**config.mk**
```make
export PLATFORM = sky130hd
export DESIGN_NAME = cgp_pin_control
export DESIGN_NICKNAME = d
export VERILOG_FILES = /design/src/common/cgp_pkg.sv /design/src/rtl/cgp_pin_control.sv /design/src/rtl/cgp_debounce.sv
export SDC_FILE = /design/constraint.sdc
export NUM_CORES = 1
export LEC_CHECK = 0
export CORE_ASPECT_RATIO = 0.6
export CORE_MARGIN = 3
export CORE_UTILIZATION = 50
export CTS_CLUSTER_SIZE = 10
export DETAILED_ROUTE_END_ITERATION = 8
export DONT_BUFFER_PORTS = 1
export PLACE_DENSITY = 0.76
export RECOVER_POWER = 50
export SLEW_MARGIN = 10
export SYNTH_ARGS = -nofsm -noshare
export SYNTH_HDL_FRONTEND = slang
export SYNTH_SLANG_ARGS = --single-unit
```
**constraint.sdc**
```tcl
create_clock -name aclk -period 3.7 [get_ports aclk]
set_clock_uncertainty 0.15 [all_clocks]
set_input_delay 0 -clock aclk [delete_from_list [all_inputs] [get_ports aclk]]
set_output_delay 0 -clock aclk [all_outputs]
set_load 0.02 [all_outputs]
```
**src/common/cgp_pkg.sv**
```systemverilog
// Package for the two-pin codec GPIO control block: register map, field
// layout, reset values, function codes and timing counts.
// Assumes a 200 MHz control clock and a 32-bit AXI4-Lite register bus.
package cgp_pkg;

  ////////////////////////////////////////////////////////////////////////////
  // Clock and timing
  localparam int unsigned CLK_PERIOD_PS    = 5000;
  localparam int unsigned DEBOUNCE_TIME_NS = 1000;
  // Least time, rounded up to whole cycles
  localparam int unsigned DEBOUNCE_CYCLES  =
    (DEBOUNCE_TIME_NS * 1000 + CLK_PERIOD_PS - 1) / CLK_PERIOD_PS;
  localparam int unsigned DEB_CNT_W        = 8;

  ////////////////////////////////////////////////////////////////////////////
  // Register indices; byte address is four times the index
  localparam logic [7:0]  IDX_PIN1_CONTROL = 8'h74;
  localparam logic [7:0]  IDX_PIN2_CONTROL = 8'h75;
  localparam logic [7:0]  IDX_INT_STATUS   = 8'h80;
  localparam logic [7:0]  IDX_INT_MASK     = 8'h81;
  localparam int unsigned ADDR_W           = 12;
  localparam int unsigned NUM_PINS         = 2;

  ////////////////////////////////////////////////////////////////////////////
  // Function select codes
  localparam logic [5:0]  FN_GP_OUTPUT     = 6'h00;
  localparam logic [5:0]  FN_IRQ_OUTPUT    = 6'h02;
  localparam logic [5:0]  FN_GP_INPUT      = 6'h03;
  localparam logic [5:0]  FN_BIAS_CURRENT  = 6'h04;
  localparam logic [5:0]  FN_BIAS_SHORT    = 6'h05;
  localparam logic [5:0]  FN_DIGITAL_MIC   = 6'h06;

  ////////////////////////////////////////////////////////////////////////////
  // Pin control register layout, bit 15 down to bit 0
  typedef struct packed {
    logic [1:0] reserved;
    logic [5:0] function_select;
    logic       direction;
    logic       output_drive_type;
    logic       input_polarity;
    logic       output_level;
    logic       pulldown_enable;
    logic       pullup_enable;
    logic       interrupt_trigger_mode;
    logic       debounce_enable;
  } cgp_pin_ctl_t;

  localparam logic [15:0] PIN_CTL_RESET    = 16'h00A8;
  localparam logic [15:0] PIN_CTL_WMASK    = 16'h3FFF;
  localparam logic [1:0]  INT_MASK_RESET   = 2'h0;

  ////////////////////////////////////////////////////////////////////////////
  // AXI responses
  localparam logic [1:0]  RESP_OKAY        = 2'h0;
  localparam logic [1:0]  RESP_SLVERR      = 2'h2;

endpackage

```
**src/rtl/cgp_pin_control.sv**
```systemverilog
// Control logic for two general-purpose codec pins, with AXI4-Lite registers,
// interrupt status and mask, and per-pin function routing.
// Assumes pin inputs and codec-side signals are synchronous to aclk; the
// pad cell resolves the pin from gp_out, gp_oe and the pull enables.
`timescale 1ns/1ps

module cgp_pin_control
  import cgp_pkg::*;
(
  // Clock and reset
  input  wire logic                aclk,
  input  wire logic                aresetn,
  // AXI4-Lite write address and data
  input  wire logic [ADDR_W-1:0]   s_axi_awaddr,
  input  wire logic                s_axi_awvalid,
  output logic                     s_axi_awready,
  input  wire logic [31:0]         s_axi_wdata,
  input  wire logic [3:0]          s_axi_wstrb,
  input  wire logic                s_axi_wvalid,
  output logic                     s_axi_wready,
  // AXI4-Lite write response
  output logic [1:0]               s_axi_bresp,
  output logic                     s_axi_bvalid,
  input  wire logic                s_axi_bready,
  // AXI4-Lite read
  input  wire logic [ADDR_W-1:0]   s_axi_araddr,
  input  wire logic                s_axi_arvalid,
  output logic                     s_axi_arready,
  output logic [31:0]              s_axi_rdata,
  output logic [1:0]               s_axi_rresp,
  output logic                     s_axi_rvalid,
  input  wire logic                s_axi_rready,
  // Pins, index 0 is pin 1
  input  wire logic [NUM_PINS-1:0] gp_in,
  output logic [NUM_PINS-1:0]      gp_out,
  output logic [NUM_PINS-1:0]      gp_oe,
  output logic [NUM_PINS-1:0]      pullup_en,
  output logic [NUM_PINS-1:0]      pulldown_en,
  // Codec side
  input  wire logic                microphone_bias_current_detect,
  input  wire logic                microphone_bias_short_detect,
  input  wire logic                digital_mic_lr_clock,
  output logic                     digital_mic_data_in,
  output logic                     irq
);

  cgp_pin_ctl_t        pin_ctl_reg [NUM_PINS];
  logic [NUM_PINS-1:0] int_status_reg;
  logic [NUM_PINS-1:0] int_mask_reg;
  logic [NUM_PINS-1:0] asserted;
  logic [NUM_PINS-1:0] filtered;
  logic [NUM_PINS-1:0] in_used;
  logic [NUM_PINS-1:0] in_prev_reg;
  logic [NUM_PINS-1:0] pin_event;
  logic [NUM_PINS-1:0] gp_out_reg;
  logic [NUM_PINS-1:0] gp_oe_reg;
  logic                irq_reg;
  logic                mic_data_reg;
  logic [ADDR_W-1:0]   awaddr_reg;
  logic                aw_held_reg;
  logic [31:0]         wdata_reg;
  logic [3:0]          wstrb_reg;
  logic                w_held_reg;
  logic                bvalid_reg;
  logic [1:0]          bresp_reg;
  logic                rvalid_reg;
  logic [31:0]         rdata_reg;
  logic [1:0]          rresp_reg;
  logic                wr_fire;
  logic                rd_fire;
  logic                status_read;
  logic [1:0]          drive_req [NUM_PINS];

  ////////////////////////////////////////////////////////////////////////////
  // Helpers

  // Register index from a byte address; low two bits ignored
  function automatic logic [7:0] reg_index(input logic [ADDR_W-1:0] addr);
    return addr[9:2];
  endfunction

  // True for a mapped word address
  function automatic logic is_mapped(input logic [ADDR_W-1:0] addr);
    return (addr[ADDR_W-1:10] == '0) &&
           (reg_index(addr) == IDX_PIN1_CONTROL || reg_index(addr) == IDX_PIN2_CONTROL ||
            reg_index(addr) == IDX_INT_STATUS   || reg_index(addr) == IDX_INT_MASK);
  endfunction

  // Byte-lane merge of a 16-bit register
  function automatic logic [15:0] merge16(input logic [15:0] old_v,
                                          input logic [31:0] new_v,
                                          input logic [3:0]  strb);
    logic [15:0] r;
    r = old_v;
    if (strb[0]) r[7:0]  = new_v[7:0];
    if (strb[1]) r[15:8] = new_v[15:8];
    return r;
  endfunction

  // Drive request {enable, value} for a pin from its function code
  function automatic logic [1:0] fn_drive(input cgp_pin_ctl_t c, input int pin,
                                          input logic irq_v, input logic cur,
                                          input logic shrt, input logic lrclk);
    logic [1:0] d;
    d = 2'b00;
    unique case (c.function_select)
      FN_GP_OUTPUT:    d = {1'b1, c.output_level};
      FN_IRQ_OUTPUT:   d = {1'b1, irq_v};
      FN_BIAS_CURRENT: d = {1'b1, cur};
      FN_BIAS_SHORT:   d = {1'b1, shrt};
      FN_DIGITAL_MIC:  d = (pin == 0) ? {1'b1, lrclk} : 2'b00;
      default:         d = 2'b00;
    endcase
    return d;
  endfunction

  ////////////////////////////////////////////////////////////////////////////
  // AXI4-Lite write path: address and data taken in either order
  assign s_axi_awready = !aw_held_reg && !bvalid_reg;
  assign s_axi_wready  = !w_held_reg && !bvalid_reg;
  assign wr_fire       = aw_held_reg && w_held_reg && !bvalid_reg;

  always_ff @(posedge aclk)
  begin
    if (!aresetn)
    begin
      aw_held_reg <= 1'b0;
      w_held_reg  <= 1'b0;
      awaddr_reg  <= '0;
      wdata_reg   <= '0;
      wstrb_reg   <= '0;
    end
    else
    begin
      if (s_axi_awvalid && s_axi_awready)
      begin
        aw_held_reg <= 1'b1;
        awaddr_reg  <= s_axi_awaddr;
      end
      else if (wr_fire)
        aw_held_reg <= 1'b0;
      if (s_axi_wvalid && s_axi_wready)
      begin
        w_held_reg <= 1'b1;
        wdata_reg  <= s_axi_wdata;
        wstrb_reg  <= s_axi_wstrb;
      end
      else if (wr_fire)
        w_held_reg <= 1'b0;
    end
  end

  // Write response; unmapped addresses answer with a slave error
  always_ff @(posedge aclk)
  begin
    if (!aresetn)
    begin
      bvalid_reg <= 1'b0;
      bresp_reg  <= RESP_OKAY;
    end
    else if (wr_fire)
    begin
      bvalid_reg <= 1'b1;
      bresp_reg  <= is_mapped(awaddr_reg) ? RESP_OKAY : RESP_SLVERR;
    end
    else if (s_axi_bready)
      bvalid_reg <= 1'b0;
  end

  assign s_axi_bvalid = bvalid_reg;
  assign s_axi_bresp  = bresp_reg;

  ////////////////////////////////////////////////////////////////////////////
  // Control registers; reserved top bits never store
  always_ff @(posedge aclk)
  begin
    if (!aresetn)
    begin
      pin_ctl_reg[0] <= PIN_CTL_RESET;
      pin_ctl_reg[1] <= PIN_CTL_RESET;
      int_mask_reg   <= INT_MASK_RESET;
    end
    else if (wr_fire && awaddr_reg[ADDR_W-1:10] == '0)
    begin
      if (reg_index(awaddr_reg) == IDX_PIN1_CONTROL)
        pin_ctl_reg[0] <= merge16(pin_ctl_reg[0], wdata_reg, wstrb_reg) & PIN_CTL_WMASK;
      if (reg_index(awaddr_reg) == IDX_PIN2_CONTROL)
        pin_ctl_reg[1] <= merge16(pin_ctl_reg[1], wdata_reg, wstrb_reg) & PIN_CTL_WMASK;
      if (reg_index(awaddr_reg) == IDX_INT_MASK && wstrb_reg[0])
        int_mask_reg <= wdata_reg[NUM_PINS-1:0];
    end
  end

  ////////////////////////////////////////////////////////////////////////////
  // AXI4-Lite read path, one read in flight
  assign s_axi_arready = !rvalid_reg;
  assign rd_fire       = s_axi_arvalid && s_axi_arready;
  assign status_read   = rd_fire && is_mapped(s_axi_araddr) &&
                         reg_index(s_axi_araddr) == IDX_INT_STATUS;

  always_ff @(posedge aclk)
  begin
    if (!aresetn)
    begin
      rvalid_reg <= 1'b0;
      rdata_reg  <= '0;
      rresp_reg  <= RESP_OKAY;
    end
    else if (rd_fire)
    begin
      rvalid_reg <= 1'b1;
      rresp_reg  <= is_mapped(s_axi_araddr) ? RESP_OKAY : RESP_SLVERR;
      rdata_reg  <= '0;
      if (is_mapped(s_axi_araddr))
      begin
        unique case (reg_index(s_axi_araddr))
          IDX_PIN1_CONTROL: rdata_reg <= {16'h0000, pin_ctl_reg[0]};
          IDX_PIN2_CONTROL: rdata_reg <= {16'h0000, pin_ctl_reg[1]};
          IDX_INT_STATUS:   rdata_reg <= {30'h00000000, int_status_reg};
          default:          rdata_reg <= {30'h00000000, int_mask_reg};
        endcase
      end
    end
    else if (s_axi_rready)
      rvalid_reg <= 1'b0;
  end

  assign s_axi_rvalid = rvalid_reg;
  assign s_axi_rdata  = rdata_reg;
  assign s_axi_rresp  = rresp_reg;

  ////////////////////////////////////////////////////////////////////////////
  // Input conditioning: polarity, then optional debounce
  for (genvar p = 0; p < NUM_PINS; p++)
  begin : g_pin_in
    assign asserted[p] = pin_ctl_reg[p].input_polarity ? gp_in[p] : !gp_in[p];

    cgp_debounce u_debounce (
      .aclk     (aclk),
      .aresetn  (aresetn),
      .din      (asserted[p]),
      .dout_reg (filtered[p])
    );

    // Debounce adds latency, so it is bypassed unless asked for
    assign in_used[p] = pin_ctl_reg[p].debounce_enable ? filtered[p] : asserted[p];

    // Level mode raises while asserted; edge mode only on the rising edge
    assign pin_event[p] = (pin_ctl_reg[p].function_select == FN_GP_INPUT) &&
                          in_used[p] &&
                          (!pin_ctl_reg[p].interrupt_trigger_mode || !in_prev_reg[p]);
  end

  always_ff @(posedge aclk)
  begin
    if (!aresetn)
      in_prev_reg <= '0;
    else
      in_prev_reg <= in_used;
  end

  ////////////////////////////////////////////////////////////////////////////
  // Sticky status, cleared by a read; a new event in that cycle wins
  always_ff @(posedge aclk)
  begin
    if (!aresetn)
      int_status_reg <= '0;
    else
      int_status_reg <= (status_read ? '0 : int_status_reg) | pin_event;
  end

  always_ff @(posedge aclk)
  begin
    if (!aresetn)
      irq_reg <= 1'b0;
    else
      irq_reg <= |(int_status_reg & int_mask_reg);
  end

  assign irq = irq_reg;

  ////////////////////////////////////////////////////////////////////////////
  // Drive request per pin, decoded ahead of the output flops
  always_comb
  begin
    for (int p = 0; p < NUM_PINS; p++)
      drive_req[p] = fn_drive(pin_ctl_reg[p], p, irq_reg, microphone_bias_current_detect,
                              microphone_bias_short_detect, digital_mic_lr_clock);
  end

  // Output drive: registered so the pad sees no decode glitches
  always_ff @(posedge aclk)
  begin
    if (!aresetn)
    begin
      gp_out_reg <= '0;
      gp_oe_reg  <= '0;
    end
    else
    begin
      for (int p = 0; p < NUM_PINS; p++)
      begin
        if (pin_ctl_reg[p].direction || !drive_req[p][1])
        begin
          gp_oe_reg[p]  <= 1'b0;
          gp_out_reg[p] <= 1'b0;
        end
        else if (pin_ctl_reg[p].output_drive_type)
        begin
          // Open-drain only pulls low; the high level comes from outside
          gp_oe_reg[p]  <= !drive_req[p][0];
          gp_out_reg[p] <= 1'b0;
        end
        else
        begin
          gp_oe_reg[p]  <= 1'b1;
          gp_out_reg[p] <= drive_req[p][0];
        end
      end
    end
  end

  assign gp_out = gp_out_reg;
  assign gp_oe  = gp_oe_reg;

  // Digital microphone data is taken off pin 2 through one flop
  always_ff @(posedge aclk)
  begin
    if (!aresetn)
      mic_data_reg <= 1'b0;
    else
      mic_data_reg <= (pin_ctl_reg[1].function_select == FN_DIGITAL_MIC) && gp_in[1];
  end

  assign digital_mic_data_in = mic_data_reg;

  // Pulls are plain register bits
  for (genvar p = 0; p < NUM_PINS; p++)
  begin : g_pull
    assign pulldown_en[p] = pin_ctl_reg[p].pulldown_enable;
    assign pullup_en[p]   = pin_ctl_reg[p].pullup_enable;
  end
endmodule // cgp_pin_control

```
**src/rtl/cgp_debounce.sv**
```systemverilog
// Debounce filter for one pin input.
// Assumes the input is already synchronous to aclk.
`timescale 1ns/1ps

module cgp_debounce
  import cgp_pkg::*;
(
  // Clock and reset
  input  wire logic aclk,
  input  wire logic aresetn,
  // Data
  input  wire logic din,
  output logic      dout_reg
);

  logic [DEB_CNT_W-1:0] count_reg;

  ////////////////////////////////////////////////////////////////////////////
  // Output changes only after the input differs for the full count
  always_ff @(posedge aclk)
  begin
    if (!aresetn)
    begin
      count_reg <= '0;
      dout_reg  <= 1'b0;
    end
    else if (din == dout_reg)
    begin
      count_reg <= '0;
    end
    else if (count_reg == DEB_CNT_W'(DEBOUNCE_CYCLES - 1))
    begin
      count_reg <= '0;
      dout_reg  <= din;
    end
    else
    begin
      count_reg <= count_reg + 1'b1;
    end
  end

endmodule // cgp_debounce

```
==> run_results.csv <==
group,metric,value,unit
route,vias,3315,
setup_path,cp_data_required_time,3.84,ns
clock_network,cts_tree,"yes",
power_and_ir_drop,power_leakage,2.001,nW
setup_path,max_stage_delay,0.61,ns
setup_path,worstPathCellList,"nand2b_4, or4_4, dlygate4sd3_1, a21oi_1, a21oi_1, a311oi_1, dlygate4sd3_1",
floorplanning,start_util,53.21,%
hold_path,min_path_type,"input pin to flop",
setup_path,criticalPathCategory,"flop to flop",
cells_and_area,drive_gt1_share,6.757,%
clock_network,ctsHoldBuffers,71,
timing,grt_setup_unrepaired,"false",
grt,grt_max_degree,44,
place,hpwl,6882,µm
setup_path,cp-end-kind,"flop",
setup_path,cp_slowest_cell,"dlygate4sd3_1",
timing,slew_headroom,39.64,%
grt,first_global_vias,3358,
route,ant_nets,0,
setup_path,r2r_slack,0.71,ns
grt,antenna_found_initial,0,
job,maxCapViolations,0,
clock_network,clockRootBuffer,"clkbuf_16",
route,wire_per_inst,16.36,µm
place,gp_congestion,0.8290,
clock_network,cts_made_buffers,9,
clock_network,post-cts-setup-buffer-count,0,
route,vias_per_cell,5.296,
route,drt_wl_total,10240,µm
route,drtIter0Drc,208,
clock_network,clk_latency,0.35,ns
floorplanning,io_pins,123,
timing,period_share,80.80,%
logic_synthesis,synth-edff-count,28,
cells_and_area,antennaDiodeCount,0,
floorplanning,fp.dieW,126.3,µm
grt,grt.overflow.total,0,
cells_and_area,nFillCells,632,
clock_network,post_cts_resized,0,
route,dr.pass1.iters,4,
timing,drv_slew,0,
place,io_buffers,0,
cells_and_area,final_core_util,65.70,%
cells_and_area,final_cell_mix,"nand2_1 (83), dfxtp_1 (76), dlygate4sd3_1 (71)",
timing,clock.fmax,334.5,MHz
grt,grt_util_all_layers,21.43,%
logic_synthesis,async_reset_ff_share,0,%
place,dp_slack,1.103,ns
cells_and_area,finalNonFillerCells,626,
timing,period_needed,2.989,ns
cells_and_area,syn2layout_area_growth,23.47,%
floorplanning,die_height,78.20,µm
setup_path,critPathMaxFanout,5,
timing,final-hold-violation-count,0,
timing,setup-tns-final,0,ns
setup_path,start_kind,"flop",
clock_network,clkTransAtPathRegs,0.07,ns
clock_network,clockBufferDepth,2,
cells_and_area,fin_nets,587,
logic_synthesis,synth.distinct_cells,50,
logic_synthesis,synth_flop_cell,"dfxtp_1",
floorplanning,fp.dieArea,9879,µm²
cells_and_area,largest_reg_flops,28,
setup_path,critPathArrivalTime,3.13,ns
run_status,status,"finished, final reports clean",
grt,grt_pass1_wl,16330,µm
clock_network,cts_sinks,104,
power_and_ir_drop,power_density,464.4,nW/µm²
logic_synthesis,synth_area,4344,µm²
timing,tightestPinTransition,0.9021,ns
floorplanning,core_area,8164,µm²
floorplanning,std_cell_rows,25,
cells_and_area,mostFrequentLayoutCell,"nand2_1",
logic_synthesis,ys_ff_latch,104,
logic_synthesis,ys_warn_count,0,
timing,fin_ws,0.7105,ns
logic_synthesis,seq_area_frac_synth,54.38,%
place,dp.cells,539,
logic_synthesis,synthCells,448,
power_and_ir_drop,vdd_drop_max,0.0002977,V
route,drc,0,
timing,setup_violations,0,
logic_synthesis,syn_area_per_cell,9.697,µm²
clock_network,h-tree-depth,3,
final timing paths:
kind                                                       start                                              to  depth (start not counted)
setup / recovery                       s_axi_rvalid$_SDFFE_PN0P_                     s_axi_rdata[1]$_SDFFE_PN0P_                          7
hold / removal                                   s_axi_araddr[3]                     s_axi_rdata[5]$_SDFFE_PN0P_                          3
setup reg to reg                       s_axi_rvalid$_SDFFE_PN0P_                     s_axi_rdata[1]$_SDFFE_PN0P_                          7
hold reg to reg   g_pin_in[0].u_debounce.count_reg[0]$_SDFF_PP0_  g_pin_in[0].u_debounce.count_reg[0]$_SDFF_PP0_                          1
cells by family (layout without fill, tap and decap cells):
logic type / after synthesis / in the layout / share of synthesized area (%)
other cells: 1 / 20 / 0.08632
buf+inv: 50 / 101 / 6.567
simple gates: 185 / 185 / 20.54
compound gates: 72 / 72 / 10.20
fa+ha+maj: 2 / 2 / 0.5759
xor+xnor: 16 / 16 / 3.226
mux: 18 / 18 / 4.435
flops: 104 / 104 / 54.38
cell type report:
| type | count | area, µm² | share of cell area (%) |
|---|---|---|---|
| Inverter | 11 | 41.29 | 0.7698 |
| Sequential cell | 104 | 2362 | 44.04 |
| Timing Repair Buffer | 74 | 729.5 | 13.60 |
| Clock buffer | 12 | 236.5 | 4.409 |
| Tap cell | 108 | 135.1 | 2.519 |
| Clock inverter | 4 | 95.09 | 1.773 |
| Multi-Input combinational cell | 313 | 1764 | 32.89 |
Yosys cell counts, types with 2 or more instances:
master	n	area share [%]
a21oi_1	40	4.6
a2bb2oi_1	2	0.40
and2_1	13	1.9
and3_1	5	0.72
buf_1	2	0.17
buf_4	24	4.1
clkbuf_1	12	1.0
dfxtp_1	76	35
edfxtp_1	28	19
ha_1	2	0.58
inv_1	10	0.86
mux2i_1	17	3.9
nand2_1	83	7.2
nand2b_1	7	1.0
nand3_1	12	1.4
nand3b_1	3	0.52
nand4_1	2	0.29
nand4b_1	2	0.40
nor2_1	31	2.7
nor3_1	8	0.92
nor4_1	3	0.43
o21ai_0	9	1.0
o21ai_2	10	2.0
or2_2	2	0.29
or3_1	2	0.29
or4_1	3	0.52
or4_4	3	0.78
xnor2_1	6	1.2
xor2_1	10	2.0
routing by layer:
layer,global-route usage (%),share of wire [%],wire (µm)
met1,27.85,43,4449
met2,33.30,46,4683
met3,8.566,9.8,1008
met4,6.103,0.95,97
met5,0,0,0
critical path: cells and delay by family, from the launching register on:
kind | cells | cell delay, ns
AOI/OAI and AO/OA | 3 | 0.54
and+or+nand+nor | 2 | 0.66
buffers and inverters | 2 | 1.19
DFF | 1 | 0.39
metrics by stage:
stage	power, mW	instance area (µm²)	hold WS, ns
global placement	1.383	4329	-0.01007
floorplan	1.383	4415	-0.02149
detailed placement	1.391	4329	-0.007479
global route	2.586	5364	0.01570
CTS	2.503	5371	0.004689
finish	2.491	5364	0.009836
power by group:
| part | internal [mW] | total [mW] | switching, mW |
|---|---|---|---|
| Combinational | 0.0907 | 0.205 | 0.114 |
| Sequential | 1.20 | 1.23 | 0.0319 |
| Clock | 0.660 | 1.05 | 0.392 |
Note: power is estimated with default switching activity, not from simulation.
